<file path="src/rtl/msr_pkg.sv">
package msr_pkg;

  // apb register byte offsets
  localparam logic [7:0] MSR_OFS_CTRL   = 8'h00;
  localparam logic [7:0] MSR_OFS_SYNC   = 8'h04;
  localparam logic [7:0] MSR_OFS_INTERP = 8'h08;
  localparam logic [7:0] MSR_OFS_STATUS = 8'h0c;

  // control register fields
  localparam int MSR_CTRL_RX_EN_BIT   = 0;
  localparam int MSR_CTRL_VAL_DIS_BIT = 1;

  // multichip sync register fields
  localparam int MSR_SYNC_DLY_LSB   = 0;
  localparam int MSR_SYNC_DLY_W     = 5;
  localparam int MSR_SYNC_PRE_LSB   = 8;
  localparam int MSR_SYNC_PRE_W     = 6;
  localparam int MSR_SYNC_VDLY_LSB  = 16;
  localparam int MSR_SYNC_VDLY_W    = 4;

  // interpolation factor field
  localparam int MSR_INTERP_LSB = 0;
  localparam int MSR_INTERP_W   = 6;

  // status register fields
  localparam int MSR_STAT_ERR_BIT  = 0;
  localparam int MSR_STAT_SEEN_BIT = 1;
  localparam int MSR_STAT_CST_LSB  = 4;
  localparam int MSR_STAT_CST_W    = 4;
  localparam int MSR_STAT_RDIV_LSB = 8;

  // reset values
  localparam logic [5:0] MSR_RST_PRESET = 6'h02;
  localparam logic [5:0] MSR_RST_INTERP = 6'h02;
  localparam logic [4:0] MSR_RST_DLY    = 5'h00;
  localparam logic [3:0] MSR_RST_VDLY   = 4'h0;

  // clock generator
  localparam logic [5:0] MSR_PRESET_MIN   = 6'h02;
  localparam logic [3:0] MSR_CST_PRESET   = 4'h0;
  localparam logic [3:0] MSR_CST_STEP     = 4'h1;
  localparam logic [5:0] MSR_RDIV_STEP    = 6'h01;

  // timing: each delay tap is one 40 ns clock, the 150 ps analog delay step rounded up to whole clocks
  localparam int MSR_CLK_PERIOD_NS = 40;
  localparam int MSR_DLY_STEP_PS   = 150;
  localparam int MSR_TAP_CYCLES    =
    (MSR_DLY_STEP_PS + MSR_CLK_PERIOD_NS * 1000 - 1) /
    (MSR_CLK_PERIOD_NS * 1000);
  localparam int MSR_TAPS = 1 << MSR_SYNC_DLY_W;
  localparam int MSR_VTAPS = 1 << MSR_SYNC_VDLY_W;

  typedef struct packed {
    logic       rx_en;
    logic       val_dis;
    logic [4:0] rx_dly;
    logic [5:0] preset;
    logic [3:0] val_dly;
    logic [5:0] interp;
  } msr_cfg_s;

endpackage

</file>
<file path="src/rtl/msr_sync_receiver.sv">
`timescale 1ns/100ps
`default_nettype none
// Summary of operation
// RL1: receiver works only while enable bit set
// RL2: clock generator always runs, enabled or not
// RL3: single tone: sync rate is clock over 4M
// RL4: parallel or dac mode: clock over 16(R+M)
// RL5: dual serial mode: clock over 32(R+M)
// RL6: every new rising edge re-presets clock state
// RL7: sync delayed by 5-bit programmable tap word
// RL8: sampled rising edge gives one-cycle pulse
// RL9: pulse loads rate divider with 6-bit preset
// RL10: preset lasts one cycle; other dividers preset too
// RL11: effective preset clamped to range 2 to R
// RL12: validation disable bit gates the checker
// RL13: 4-bit word skews the validation window
// RL14: latch disagreement stores one, drives error pin
// RL15: result latch held clear while receiver disabled
// RL16: write one then zero to arm each check
// RL17: keep validation delay a small clock fraction
// RL18: all chips get aligned sync, same settings
// RL19: no pulse or preset while receiver disabled
module msr_sync_receiver
  import msr_pkg::*;
(
  // clock and reset
  input  wire logic        REF_CLK,
  input  wire logic        SYS_RST,
  // apb slave
  input  wire logic        PSEL,
  input  wire logic        PENABLE,
  input  wire logic        PWRITE,
  input  wire logic [7:0]  PADDR,
  input  wire logic [31:0] PWDATA,
  output logic      [31:0] PRDATA,
  output logic             PREADY,
  output logic             PSLVERR,
  // sync link
  input  wire logic        SYNC_IN,
  output logic             SAMPLING_ERROR_PIN,
  // clock generator state
  output logic             SYNC_PULSE,
  output logic             RDIV_TICK,
  output logic      [5:0]  RDIV_STATE,
  output logic      [3:0]  CLK_STATE
);

  function automatic logic addr_hit(input logic [7:0] a);
    addr_hit = (a == MSR_OFS_CTRL) || (a == MSR_OFS_SYNC) ||
               (a == MSR_OFS_INTERP) || (a == MSR_OFS_STATUS);
  endfunction

  function automatic logic [5:0] clamp_preset(input logic [5:0] v,
                                              input logic [5:0] r);
    logic [5:0] top;
    top = (r < MSR_PRESET_MIN) ? MSR_PRESET_MIN : r;
    if (v < MSR_PRESET_MIN) begin
      clamp_preset = MSR_PRESET_MIN;
    end else if (v > top) begin
      clamp_preset = top;
    end else begin
      clamp_preset = v;
    end
  endfunction

  msr_cfg_s   cfg_reg;
  logic       sync_meta_reg;
  logic       sync_lvl_reg;
  logic       tap_main;
  logic       tap_skew;
  logic       main_prev_reg;
  logic       rise;
  logic       sync_pulse_reg;
  logic       seen_reg;
  logic [5:0] rdiv_reg;
  logic [5:0] rdiv_next;
  logic [5:0] preset_eff;
  logic [5:0] r_eff;
  logic       rdiv_tick_reg;
  logic [3:0] cst_reg;
  logic       err_reg;
  logic       mismatch;
  logic       skew_prev_reg;
  logic [31:0] prdata_reg;
  logic       pready_reg;
  logic       pslverr_reg;
  logic       wr_take;
  logic       setup_ph;
  logic [31:0] rd_word;

  // apb: answer registered in setup, access lasts one cycle
  assign setup_ph = PSEL && !PENABLE;
  assign wr_take  = PSEL && PENABLE && pready_reg && PWRITE;

  always_comb begin
    rd_word = 32'h0000_0000;
    case (PADDR)
      MSR_OFS_CTRL: begin
        rd_word[MSR_CTRL_RX_EN_BIT]   = cfg_reg.rx_en;
        rd_word[MSR_CTRL_VAL_DIS_BIT] = cfg_reg.val_dis;
      end
      MSR_OFS_SYNC: begin
        rd_word[MSR_SYNC_DLY_LSB +: MSR_SYNC_DLY_W]   = cfg_reg.rx_dly;
        rd_word[MSR_SYNC_PRE_LSB +: MSR_SYNC_PRE_W]   = cfg_reg.preset;
        rd_word[MSR_SYNC_VDLY_LSB +: MSR_SYNC_VDLY_W] = cfg_reg.val_dly;
      end
      MSR_OFS_INTERP: begin
        rd_word[MSR_INTERP_LSB +: MSR_INTERP_W] = cfg_reg.interp;
      end
      MSR_OFS_STATUS: begin
        rd_word[MSR_STAT_ERR_BIT]  = err_reg;
        rd_word[MSR_STAT_SEEN_BIT] = seen_reg;
        rd_word[MSR_STAT_CST_LSB +: MSR_STAT_CST_W] = cst_reg;
        rd_word[MSR_STAT_RDIV_LSB +: MSR_INTERP_W]  = rdiv_reg;
      end
      default: begin
        rd_word = 32'h0000_0000;
      end
    endcase
  end

  always_ff @(posedge REF_CLK) begin
    if (SYS_RST) begin
      pready_reg  <= 1'b0;
      prdata_reg  <= 32'h0000_0000;
      pslverr_reg <= 1'b0;
    end else if (setup_ph) begin
      pready_reg  <= 1'b1;
      prdata_reg  <= PWRITE ? 32'h0000_0000 : rd_word;
      pslverr_reg <= !addr_hit(PADDR);
    end else begin
      pready_reg  <= 1'b0;
      prdata_reg  <= 32'h0000_0000;
      pslverr_reg <= 1'b0;
    end
  end

  // software configuration; status register is read only
  always_ff @(posedge REF_CLK) begin
    if (SYS_RST) begin
      cfg_reg.rx_en   <= 1'b0;
      cfg_reg.val_dis <= 1'b0;
      cfg_reg.rx_dly  <= MSR_RST_DLY;
      cfg_reg.preset  <= MSR_RST_PRESET;
      cfg_reg.val_dly <= MSR_RST_VDLY;
      cfg_reg.interp  <= MSR_RST_INTERP;
    end else if (wr_take) begin
      case (PADDR)
        MSR_OFS_CTRL: begin
          cfg_reg.rx_en   <= PWDATA[MSR_CTRL_RX_EN_BIT]; // RL1
          cfg_reg.val_dis <= PWDATA[MSR_CTRL_VAL_DIS_BIT]; // RL12
        end
        MSR_OFS_SYNC: begin
          cfg_reg.rx_dly  <= PWDATA[MSR_SYNC_DLY_LSB +: MSR_SYNC_DLY_W];
          cfg_reg.preset  <= PWDATA[MSR_SYNC_PRE_LSB +: MSR_SYNC_PRE_W];
          cfg_reg.val_dly <= PWDATA[MSR_SYNC_VDLY_LSB +: MSR_SYNC_VDLY_W];
        end
        MSR_OFS_INTERP: begin
          cfg_reg.interp <= PWDATA[MSR_INTERP_LSB +: MSR_INTERP_W];
        end
        default: begin
          cfg_reg <= cfg_reg;
        end
      endcase
    end
  end

  // the pin is asynchronous to the local clock
  always_ff @(posedge REF_CLK) begin
    if (SYS_RST) begin
      sync_meta_reg <= 1'b0;
      sync_lvl_reg  <= 1'b0;
    end else begin
      sync_meta_reg <= SYNC_IN;
      sync_lvl_reg  <= sync_meta_reg;
    end
  end

  msr_tap_delay u_delay (
    .clk      (REF_CLK),
    .rst      (SYS_RST),
    .din      (sync_lvl_reg),
    .dly      (cfg_reg.rx_dly),
    .vdly     (cfg_reg.val_dly),
    .tap_main (tap_main),
    .tap_skew (tap_skew)
  );

  // edge detector: rising edge of delayed sync, gated by enable
  assign rise = tap_main && !main_prev_reg;

  always_ff @(posedge REF_CLK) begin
    if (SYS_RST) begin
      main_prev_reg  <= 1'b0;
      sync_pulse_reg <= 1'b0;
      skew_prev_reg  <= 1'b0;
    end else begin
      main_prev_reg  <= tap_main;
      skew_prev_reg  <= tap_skew;
      sync_pulse_reg <= rise && cfg_reg.rx_en; // RL8 RL19 RL6
    end
  end

  // sticky indication that a sync edge was taken since enable
  always_ff @(posedge REF_CLK) begin
    if (SYS_RST) begin
      seen_reg <= 1'b0;
    end else if (sync_pulse_reg) begin
      seen_reg <= 1'b1;
    end else if (!cfg_reg.rx_en) begin
      seen_reg <= 1'b0;
    end
  end

  // clock generator: rate divider counts down R_eff..1
  assign r_eff      = clamp_preset(cfg_reg.interp, cfg_reg.interp);
  assign preset_eff = clamp_preset(cfg_reg.preset, cfg_reg.interp); // RL11

  always_comb begin
    if (sync_pulse_reg) begin
      rdiv_next = preset_eff; // RL9 RL10
    end else if (rdiv_reg <= MSR_RDIV_STEP) begin
      rdiv_next = r_eff;
    end else begin
      rdiv_next = rdiv_reg - MSR_RDIV_STEP;
    end
  end

  // keeps running whatever the enable bit says
  always_ff @(posedge REF_CLK) begin
    if (SYS_RST) begin
      rdiv_reg      <= MSR_RST_INTERP;
      rdiv_tick_reg <= 1'b0;
    end else begin
      rdiv_reg      <= rdiv_next; // RL2
      rdiv_tick_reg <= (rdiv_next == MSR_RDIV_STEP);
    end
  end

  // common divider: preset alongside the rate divider for cadence
  always_ff @(posedge REF_CLK) begin
    if (SYS_RST) begin
      cst_reg <= MSR_CST_PRESET;
    end else if (sync_pulse_reg) begin
      cst_reg <= MSR_CST_PRESET; // RL10
    end else begin
      cst_reg <= cst_reg + MSR_CST_STEP; // RL2
    end
  end

  // validation: main tap must still be high when the skew tap rises
  assign mismatch = tap_skew && !skew_prev_reg && (tap_main != tap_skew);

  // reset of the latch wins; a check needs the disable bit cycled
  always_ff @(posedge REF_CLK) begin
    if (SYS_RST) begin
      err_reg <= 1'b0;
    end else if (!cfg_reg.rx_en || cfg_reg.val_dis) begin
      err_reg <= 1'b0; // RL12 RL15 RL16
    end else if (mismatch) begin
      err_reg <= 1'b1; // RL14
    end
  end

  assign PRDATA             = prdata_reg;
  assign PREADY             = pready_reg;
  assign PSLVERR            = pslverr_reg;
  assign SAMPLING_ERROR_PIN = err_reg;
  assign SYNC_PULSE         = sync_pulse_reg;
  assign RDIV_TICK          = rdiv_tick_reg;
  assign RDIV_STATE         = rdiv_reg;
  assign CLK_STATE          = cst_reg;

  property p_no_pulse_off;
    @(posedge REF_CLK) disable iff (SYS_RST)
      sync_pulse_reg |-> $past(cfg_reg.rx_en);
  endproperty
  a_no_pulse_off: assert property (p_no_pulse_off) // RL19
    else $error("sync pulse while receiver disabled");

  property p_pulse_on_edge;
    @(posedge REF_CLK) disable iff (SYS_RST)
      (rise && cfg_reg.rx_en) |=> sync_pulse_reg ##1 !sync_pulse_reg;
  endproperty
  a_pulse_on_edge: assert property (p_pulse_on_edge) // RL8
    else $error("edge did not give a one-cycle pulse");

  property p_preset_load;
    @(posedge REF_CLK) disable iff (SYS_RST)
      sync_pulse_reg |=> (rdiv_reg == $past(preset_eff)) &&
                         (cst_reg == MSR_CST_PRESET);
  endproperty
  a_preset_load: assert property (p_preset_load) // RL9
    else $error("dividers not preset by sync pulse");

  property p_clamp;
    @(posedge REF_CLK) disable iff (SYS_RST)
      (preset_eff >= MSR_PRESET_MIN) && (preset_eff <= r_eff);
  endproperty
  a_clamp: assert property (p_clamp) // RL11
    else $error("preset outside 2 to R");

  property p_free_run;
    @(posedge REF_CLK) disable iff (SYS_RST)
      (!sync_pulse_reg && rdiv_reg > MSR_RDIV_STEP) |=>
        (rdiv_reg == $past(rdiv_reg) - MSR_RDIV_STEP);
  endproperty
  a_free_run: assert property (p_free_run) // RL10
    else $error("rate divider did not count down");

  property p_cst_runs;
    @(posedge REF_CLK) disable iff (SYS_RST)
      (!cfg_reg.rx_en && !sync_pulse_reg) |=>
        (cst_reg == $past(cst_reg) + MSR_CST_STEP);
  endproperty
  a_cst_runs: assert property (p_cst_runs) // RL2
    else $error("clock generator stalled while disabled");

  property p_err_off;
    @(posedge REF_CLK) disable iff (SYS_RST)
      !cfg_reg.rx_en |=> !SAMPLING_ERROR_PIN;
  endproperty
  a_err_off: assert property (p_err_off) // RL15
    else $error("error pin high with receiver disabled");

  property p_err_held;
    @(posedge REF_CLK) disable iff (SYS_RST)
      cfg_reg.val_dis [*2] |-> !err_reg;
  endproperty
  a_err_held: assert property (p_err_held) // RL16
    else $error("result latch not held by disable bit");

  property p_err_set;
    @(posedge REF_CLK) disable iff (SYS_RST)
      (cfg_reg.rx_en && !cfg_reg.val_dis && mismatch) |=>
        err_reg ##1 (err_reg || !cfg_reg.rx_en || cfg_reg.val_dis);
  endproperty
  a_err_set: assert property (p_err_set) // RL14
    else $error("mismatch not stored in result latch");

  property p_enable_gate;
    @(posedge REF_CLK) disable iff (SYS_RST)
      !cfg_reg.rx_en [*2] |-> !sync_pulse_reg && !err_reg;
  endproperty
  a_enable_gate: assert property (p_enable_gate) // RL1
    else $error("receiver active while disabled");

endmodule
`default_nettype wire

</file>
<file path="src/rtl/msr_tap_delay.sv">
`timescale 1ns/100ps
`default_nettype none
module msr_tap_delay
  import msr_pkg::*;
(
  // clock and reset
  input  wire logic       clk,
  input  wire logic       rst,
  // sampled sync level
  input  wire logic       din,
  // tap selection
  input  wire logic [4:0] dly,
  input  wire logic [3:0] vdly,
  // delayed outputs
  output logic            tap_main,
  output logic            tap_skew
);

  localparam int DEPTH = MSR_TAPS + MSR_VTAPS;

  logic [DEPTH-1:0] chain_reg;
  logic [5:0]       skew_idx;

  // tap zero is the registered input; a tap is one clock step
  always_ff @(posedge clk) begin
    if (rst) begin
      chain_reg <= '0;
    end else begin
      chain_reg <= {chain_reg[DEPTH-2:0], din}; // RL7
    end
  end

  assign skew_idx = 6'({1'b0, dly}) + 6'({2'b00, vdly});

  always_comb begin
    tap_main = chain_reg[dly]; // RL7
    tap_skew = chain_reg[skew_idx]; // RL13
  end

  property p_tap_zero;
    @(posedge clk) disable iff (rst)
      (dly == 5'h00) |-> (tap_main == $past(din));
  endproperty
  a_tap_zero: assert property (p_tap_zero) // RL7
    else $error("tap zero is not one step behind the input");

endmodule
`default_nettype wire
</file>
<file path="config.mk">
export PLATFORM = sky130hd
export DESIGN_NAME = msr_sync_receiver
export DESIGN_NICKNAME = d
export VERILOG_FILES = /design/src/rtl/msr_pkg.sv /design/src/rtl/msr_sync_receiver.sv /design/src/rtl/msr_tap_delay.sv
export SDC_FILE = /design/constraint.sdc
export NUM_CORES = 1
export LEC_CHECK = 0
export ABC_CLOCK_PERIOD_IN_PS = 4750
export BUFFER_PORTS_ARGS = -buffer_cell sky130_fd_sc_hd__buf_4
export CAP_MARGIN = 0
export CORE_UTILIZATION = 50
export DETAILED_ROUTE_END_ITERATION = 10
export GPL_TIMING_DRIVEN = 1
export PLACE_DENSITY = 0.75
export SLEW_MARGIN = 20
export SYNTH_ARGS = -nofsm -noshare
export SYNTH_HDL_FRONTEND = slang
export SYNTH_SLANG_ARGS = --single-unit
</file>
<file path="constraint.sdc">
create_clock -name REF_CLK -period 4.75 [get_ports REF_CLK]
set_clock_uncertainty 0.2 [all_clocks]
set_input_delay 0.2375 -clock REF_CLK [delete_from_list [all_inputs] [get_ports REF_CLK]]
set_output_delay 0.2375 -clock REF_CLK [all_outputs]
set_load 0.02 [all_outputs]
</file>
==> results of run 1 <==
[cell families after synthesis]
kind of cell | synth area share [%]
simple gates | 19.4
fa+ha+maj | 3.73
other cells | 0.0766
xor+xnor | 1.58
mux | 16.5
compound gates | 8.69
buf+inv | 5.47
flops | 44.6
[placed cells by master, fill, tap and decap left out, drive strengths merged, types with 8 or more instances in the layout]
| master | instances |
|---|---|
| dlygate4sd3 | 23 |
| dfxtp | 109 |
| a21oi | 18 |
| mux2i | 45 |
| and2 | 8 |
| nor2b | 55 |
| mux4 | 13 |
| buf | 63 |
| inv | 16 |
| ha | 13 |
| clkbuf | 10 |
| nand2 | 16 |
| conb | 14 |
| nor2 | 52 |
[per-layer routing]
layer / routed length [um] / global-route usage [%] / up-vias / part of all wire (%)
met2: 5130 / 38.5 / 105 / 49
met4: 182 / 9.03 / 0 / 1.7
met3: 468 / 4.37 / 17 / 4.5
met1: 4690 / 25.6 / 1743 / 45
met5: 0 / 0 / - / 0
li1: - / - / 1742 / -
[worst max-delay path: stages, from the launching register on]
cell and delay (ps):
dfxtp_1 410, ha_1 250, fa_1 880, mux4_1 410, mux2i_1 160, nor2_1 60, o2bb2ai_1 150, nor4b_2 320
o31ai_1 110
[final cells by class]
type                            count  area [um^2]  area share [%]
Multi-Input combinational cell    320         2490            43.1
Tap cell                          129          161            2.79
Inverter                           13         48.8           0.843
Clock inverter                      6         68.8            1.19
Timing Repair Buffer               86          703            12.2
Sequential cell                   109         2180            37.7
Clock buffer                       10          128            2.21
[through the flow]
step                      std cells  utilization [%]  total power [uW]  setup slack, ps
after detailed placement        634             57.2              1360             1700
after global placement          634             57.2              1360             1760
final                           673             61.7              1930             1700
after CTS                       673             61.7              1940             1700
after floorplan                 476                -              1260             2200
after global routing            673             61.7              2010             1470
[report_power, final]
part           switching (uW)  internal (uW)  total, uW
Sequential               45.5            945        990
Combinational             196            175        371
Clock                     315            249        564
[worst min path at each step]
stage	from	to	slack (ps)
2_1_floorplan	SYNC_IN	sync_meta_reg	170
3_3_place_gp	main_prev_reg	SYNC_PULSE	180
3_5_place_dp	main_prev_reg	SYNC_PULSE	190
4_1_cts	PENABLE	PREADY	30
5_1_grt	PENABLE	PREADY	50
6_report	PENABLE	PREADY	30
==> flow_summary.toml, run 1 <==
[status]
outcome = "complete, no violations"

[synth]
synth_top_area_cell = "dfxtp_1"
syn_avg_cell_area_um2 = 10.6
yosysMostFrequentCell = "dfxtp_1"
ys_seq_area_share_pct = 44.6
ys_types = 62
syn_inst = 463
synth_edf_count = 0
synthArstFlopShare_pct = 0
synth_seq_cells = 109
ys.flop_type = "dfxtp_1"
netlist.area_leader.share_pct = 44.6
netlist_top_cells_count = "dfxtp_1 (109), nor2b_1 (55), nor2_1 (52)"
syn_area_um2 = 4900
ys.warnings.count = 0
synth_area_leaders = "dfxtp_1 (45%), mux2i_1 (9.2%), nor2b_1 (7.0%), mux4_1 (4.3%), nor2_1 (4.0%)"

[grt]
antenna_found_initial = 0
overflow = 0
grt_usage_pct = 21.7
grt_pass1_wl_mm = 16.9
first_global_vias = 3526
grt_max_degree = 86

[route]
wire_per_inst_um = 15.6
drc = 0
wirelength_mm = 10.5
drtPass1Iterations = 6
first_iter_violations = 85
num_vias = 3607
antenna_left = 0
vias_per_cell = 5.36

[setup_path]
cp_max_fo = 12
critPathLaunchType = "flip-flop"
cp-end-kind = "flip-flop"
rr_endpoint = "SAMPLING_ERROR_PIN"
endpoint = "SAMPLING_ERROR_PIN"
r2r-start = "cfg_reg[16]"
required_ps = 4820
arrival_ps = 3120
rr_worst_depth = 8
ff2ff_setup_slack_ps = 1700
startpoint = "cfg_reg[16]"
path_class = "reg2reg"

[cts]
clock_latency_ps = 380
cts_sinks = 109
root_buffer = "clkbuf_8"
ctsResizeCount = 0
holdBufCountCts = 23
clock_path_buffers = 2
clkSlewWorstSetupHoldPaths_ps = 100
cts_tree = "yes"
ctsHtreeMaxLevel = 3
numCtsBuffers = 9
post_cts_buffers = 0

[sta]
fmax_ghz = 0.328
period_share_pct = 64.2
hold_violations = 0
finalSetupViolCount = 0
min_period_ps = 3050
rsz0062_at_grt = "no"
tightestPinTransition_ps = 907
maxSlewHeadroom_pct = 39.3
setup-tns-final_ps = 0
hold_ws_ps = 34.1
drv_slew = 0

[min_path]
holdPathStages = 4
hold_class = "in2reg"

[power_and_ir_drop]
powerDensity_nw_per_um2 = 333
vdd_ir_drop_max_v = 0.000168
power_leakage_uw = 0.00250

[final_layout]
final_layout_size_suffix_gt1_share_pct = 19.5
final_area_um2 = 5790
nets = 599
antenna_cells = 0
areaGrowthSynthToFinish_pct = 18.2
largest_reg_flops = 48
nFillCells = 789

[placed_design]
io_buffer_count = 62
placed_cell_area_um2 = 5360
routabilityCongestion = 0.867
dpl.hpwl_mm = 7.01

[floorplanning]
num_rows = 35
start_util_pct = 52.2
die_w_um = 101
ios = 93
die-height_um = 101
die_area_um2 = 10200
coreArea_um2 = 9370

[job]
maxCapViolations = 0
Note: power is estimated with default switching activity, not from simulation.
==> run 2: changes to the inputs <==
--- a/config.mk
+++ b/config.mk
@@ -5,7 +5,7 @@
 export SDC_FILE = /design/constraint.sdc
 export NUM_CORES = 1
 export LEC_CHECK = 0
-export ABC_CLOCK_PERIOD_IN_PS = 4750
+export ABC_CLOCK_PERIOD_IN_PS = 3000
 export BUFFER_PORTS_ARGS = -buffer_cell sky130_fd_sc_hd__buf_4
 export CAP_MARGIN = 0
 export CORE_UTILIZATION = 50
==> constraint.sdc (replaced) <==
create_clock -name REF_CLK -period 3 [get_ports REF_CLK]
set_clock_uncertainty 0.2 [all_clocks]
set_input_delay 0.15 -clock REF_CLK [delete_from_list [all_inputs] [get_ports REF_CLK]]
set_output_delay 0.15 -clock REF_CLK [all_outputs]
set_load 0.02 [all_outputs]
==> run 2 against run 1 <==
Setup slack got worse by 1500 ps; hold slack improved by 32 ps; first-iteration DRC count increased by 49%; flip-flop and latch count unchanged; design area increased by 3.1%; largest cell class unchanged; critical endpoint is now RDIV_TICK; largest power group unchanged; fmax increased by 9.5%; die area unchanged; wire length increased by 2.5%.
==> flow_summary.toml, run 2 (synthesized netlist as in run 1, its figures left out) <==
[status]
outcome = "complete, no violations"

[final_layout]
layout_commonest_cell = "dfxtp_1"
areaGrowthSynthToFinish_pct = 21.9
final_cell_mix = "dfxtp_1 (109), buf_4 (73), nor2b_1 (55)"
antenna_cells = 0
largest_reg_flops = 48
final_layout_size_suffix_gt1_share_pct = 20.4
nets = 619

[power_and_ir_drop]
power_leakage_uw = 0.00262
share_comb_of_total_power_pct = 19.5
switching_share_pct = 27.8
p_switching_uw = 853
powerDensity_nw_per_um2 = 513
internal_power_uw = 2210
vdd_ir_drop_max_v = 0.000302
clockPowerShare_pct = 29.4
seqPwrFrac_pct = 51.1

[sta]
rsz0062_at_grt = "no"
period_share_pct = 92.8
hold_violations = 0
hold_ws_ps = 66.5
fmax_ghz = 0.359
drv_slew = 0
min_period_ps = 2780
setup-tns-final_ps = 0
setup_slack_ps = 217
finalSetupViolCount = 0

[setup_path]
cp_slowest_cell = "dfxtp_1"
arrival_ps = 2870
startpoint = "cfg_reg[4]"
cp_max_fo = 6
cp-end-kind = "flip-flop"
cp_cell_sequence = "inv_1 -> nand4_1 -> and2b_1 -> ha_1 -> nor2b_1 -> o21ai_2 -> a31oi_4 -> buf_4 -> nor2_1 -> a21oi_2 -> o32a_1 -> nor4_2"
endpoint = "RDIV_TICK"
critPathLaunchType = "flip-flop"
rr_worst_depth = 12
r2r-start = "cfg_reg[4]"
required_ps = 3080
ff2ff_setup_slack_ps = 220
max_stage_delay_ps = 450
rr_endpoint = "RDIV_TICK"
path_class = "reg2reg"

[floorplanning]
start_util_pct = 52.2
die_w_um = 101
die-height_um = 101
ios = 93
num_rows = 35
die_area_um2 = 10200
coreArea_um2 = 9370

[min_path]
hold_class = "in2reg"

[route]
drtPass1Iterations = 4
vias_per_cell = 5.28
wire_per_inst_um = 15.5
first_iter_violations = 127
num_vias = 3658
antenna_left = 0
wirelength_mm = 10.7
drc = 0

[cts]
numCtsBuffers = 9
cts_tree = "yes"
cts_sinks = 109
ctsHtreeMaxLevel = 3
clock_path_buffers = 2
clkSlewWorstSetupHoldPaths_ps = 100
clock_latency_ps = 370
root_buffer = "clkbuf_8"

[grt]
antenna_found_initial = 0
grt_usage_pct = 22.7
first_global_vias = 3752
overflow = 0
grt_max_degree = 50
grt_pass1_wl_mm = 17.9

[job]
maxCapViolations = 0

[placed_design]
dpl_worst_slack_ps = 233
routabilityCongestion = 0.890
dpl.hpwl_mm = 7.38
io_buffer_count = 62
## run 2: changes by cell type in the layout (fill, tap and decap cells not counted)
cell / change
clkbuf_8: +2
dlygate4sd3_1: +10
inv_6: -3
clkbuf_1: +1
clkinv_4: +1
clkinvlp_4: -1
buf_4: +10
## run 2: how the worst min path moves through the flow
stage,from,to,slack [ps],cells past startpoint
floorplan,SYNC_IN,sync_meta_reg,80,1
global placement,PWDATA[8],cfg_reg[10],180,3
detailed placement,main_prev_reg,SYNC_PULSE,190,1
CTS,PADDR[6],PRDATA[4],60,5
global route,PADDR[6],PRDATA[4],90,5
finish,PADDR[6],PRDATA[4],70,5
## run 2: metrics by stage
| stage | instances | total power (uW) | area [um^2] | util (%) |
|---|---|---|---|---|
| finish | 693 | 3060 | 5970 | 63.7 |
| global route | 693 | 3200 | 5970 | 63.7 |
| CTS | 693 | 3080 | 5970 | 63.7 |
| detailed placement | 644 | 2160 | 5440 | 58.0 |
| global placement | 644 | 2150 | 5440 | 58.0 |
| floorplan | 476 | 2000 | 4940 | - |
## run 2: per-layer routing
layer  vias to the layer above  track usage [%]  share of wire, %  wire (um)
met1                      1763             25.7                43       4570
li1                       1776                -                 -          -
met4                         0             7.47               1.6        170
met2                       104             42.1                51       5490
met3                        15             5.06               4.7        509
met5                         -                0                 0          0
## run 2: repair_timing
item                                   CTS  global route
buffers inserted                         0             0
resized for setup                        0             0
hold buffers                            33             0
endpoints found under the hold margin   35             0
## run 2: worst max-delay path, delay by kind of cell (launching register included)
| family | cells | cell delay (ps) |
|---|---|---|
| simple gates | 5 | 860 |
| compound gates | 4 | 640 |
| flops | 1 | 450 |
| buf+inv | 2 | 290 |
| fa+ha+maj | 1 | 260 |
## run 2: area by class of cell
type / count / area, um^2
Fill cell: 757 / 3400
Clock buffer: 13 / 159
Timing Repair Buffer: 106 / 878
Multi-Input combinational cell: 320 / 2490
Sequential cell: 109 / 2180
Clock inverter: 3 / 43.8
Inverter: 13 / 48.8
Tap cell: 129 / 161
## run 2: power groups by stage
stage / Clock, uW / Sequential, uW / Combinational [uW]
6_report: 901 / 1570 / 597
2_1_floorplan: 0 / 1640 / 356
3_5_place_dp: 0 / 1600 / 563
4_1_cts: 917 / 1570 / 594
5_1_grt: 977 / 1570 / 648
3_3_place_gp: 0 / 1600 / 557
==> run 3: changes to the inputs <==
--- a/config.mk
+++ b/config.mk
@@ -8,10 +8,10 @@
 export ABC_CLOCK_PERIOD_IN_PS = 3000
 export BUFFER_PORTS_ARGS = -buffer_cell sky130_fd_sc_hd__buf_4
 export CAP_MARGIN = 0
-export CORE_UTILIZATION = 50
+export CORE_UTILIZATION = 38
 export DETAILED_ROUTE_END_ITERATION = 10
 export GPL_TIMING_DRIVEN = 1
-export PLACE_DENSITY = 0.75
+export PLACE_DENSITY = 0.69
 export SLEW_MARGIN = 20
 export SYNTH_ARGS = -nofsm -noshare
 export SYNTH_HDL_FRONTEND = slang
==> run 3 against run 2 <==
Core utilization decreased by 15 points; die area increased by 31%; hold slack improved by 58 ps; largest cell class unchanged.
==> flow_summary.toml, run 3 (synthesized netlist as in run 1, its figures left out) <==
[status]
outcome = "complete, no violations"

[final_layout]
multiInputGateArea_um2 = 2490
final_cell_mix = "dfxtp_1 (109), buf_4 (70), nor2b_1 (55)"
nFillCells = 1131
layout_commonest_cell = "dfxtp_1"
nets = 619
antenna_cells = 0
final_layout_size_suffix_gt1_share_pct = 20.2
ff_latch_area_um2 = 2180
largest_reg_flops = 48
areaGrowthSynthToFinish_pct = 25.4
stdcell_count = 736

[setup_path]
rr_worst_depth = 12
cp-end-kind = "flip-flop"
cp_max_fo = 6
rr_endpoint = "RDIV_TICK"
cp_cell_sequence = "inv_1 -> nand4_1 -> and2b_1 -> ha_1 -> nor2b_1 -> o21ai_2 -> a31oi_4 -> buf_4 -> nor2_1 -> a21oi_2 -> o32a_1 -> nor4_2"
r2r-start = "cfg_reg[5]"
cp.depth = 12
required_ps = 3060
startpoint = "cfg_reg[5]"
arrival_ps = 2880
critPathLaunchType = "flip-flop"
ff2ff_setup_slack_ps = 180
cp_slowest_cell = "dfxtp_1"
path_buf_inv = 2
endpoint = "RDIV_TICK"
path_class = "reg2reg"
max_stage_delay_ps = 350
crit_family = "simple AND/OR/NAND/NOR gates"

[sta]
min_period_ps = 2820
tightestPinTransition_ps = 646
setup-tns-final_ps = 0
maxSlewHeadroom_pct = 56.9
fmax_ghz = 0.355
finalSetupViolCount = 0
drv_slew = 0
rsz0062_at_grt = "no"
hold_ws_ps = 125
period_share_pct = 94.0
hold_violations = 0

[grt]
overflow = 0
grt_max_degree = 68
first_global_vias = 3601
antenna_found_initial = 0
grt_usage_pct = 16.6
grt_pass1_wl_mm = 17.2

[placed_design]
placed_cells = 685
io_buffer_count = 62
dpl.hpwl_mm = 7.37
routabilityCongestion = 0.838

[route]
drtPass1Iterations = 4
wire_per_inst_um = 14.3
num_vias = 3626
antenna_left = 0
wirelength_mm = 10.5
drc = 0
vias_per_cell = 4.93
first_iter_violations = 239

[power_and_ir_drop]
power_leakage_uw = 0.00266
powerDensity_nw_per_um2 = 545
vdd_ir_drop_max_v = 0.000334
p_total_uw = 3340

[cts]
clock_path_buffers = 2
cts_tree = "yes"
clock_latency_ps = 340
post_cts_buffers = 0
clkSlewWorstSetupHoldPaths_ps = 70
cts_sinks = 109
ctsHtreeMaxLevel = 3
numCtsBuffers = 9
root_buffer = "clkbuf_16"

[floorplanning]
die_w_um = 116
die_area_um2 = 13300
die-height_um = 116
ios = 93
start_util_pct = 39.0
coreArea_um2 = 12600
num_rows = 41

[job]
maxCapViolations = 0

[min_path]
hold_class = "in2reg"
-- run 3: metrics by stage --
stage | util [%] | setup WS (ps) | cell area (um^2)
after global routing | 48.9 | 74.9 | 6140
final | 48.9 | 181 | 6140
after CTS | 48.9 | 199 | 6140
after floorplan | - | 445 | 4940
after global placement | 43.7 | 277 | 5490
after detailed placement | 43.7 | 223 | 5490
-- run 3: timing repair --
item | in CTS | in global routing
gates resized for setup | 0 | 0
hold buffers | 35 | 0
endpoints found under the hold margin | 34 | 0
-- run 3: metal layers --
layer  GRT usage (%)  share of wire [%]  vias up
li1                -                  -     1781
met1            19.4                 44     1741
met2            29.7                 50       91
met3            3.82                4.5       13
met4            6.41                1.4        0
met5               0                  0        -
-- run 3: cell type report --
type	count	share of cell area, %
Timing Repair Buffer	106	14.6
Clock inverter	5	0.978
Multi-Input combinational cell	320	40.6
Tap cell	172	3.51
Inverter	13	0.795
Sequential cell	109	35.5
Clock buffer	11	3.95
-- run 3: worst min-delay path by stage --
stage | startpoint | to | slack [ps] | cells past startpoint
after floorplan | SYNC_IN | sync_meta_reg | 80 | 1
after global placement | SYNC_IN | sync_meta_reg | 170 | 2
after detailed placement | SYNC_IN | sync_meta_reg | 170 | 2
after CTS | PENABLE | PRDATA[1] | 110 | 5
after global routing | PADDR[7] | PRDATA[1] | 170 | 5
final | PADDR[5] | PRDATA[1] | 120 | 5
-- run 3: worst reg2reg max path, delay by kind of cell (launching register included) --
family	cells	cell delay, ps
AND/OR/NAND/NOR	5	910
adder cells (fa/ha/maj)	1	300
AO/OA/AOI/OAI	4	640
buffers and inverters	2	340
flip-flops	1	350
-- run 3: where the power goes --
group | internal (uW) | total [uW] | switching, uW | leakage, uW
registers | 1500 | 1560 | 65.8 | 0.000880
logic | 283 | 599 | 316 | 0.00163
clock network | 672 | 1180 | 512 | 0.000146
total | 2450 | 3340 | 894 | 0.00266
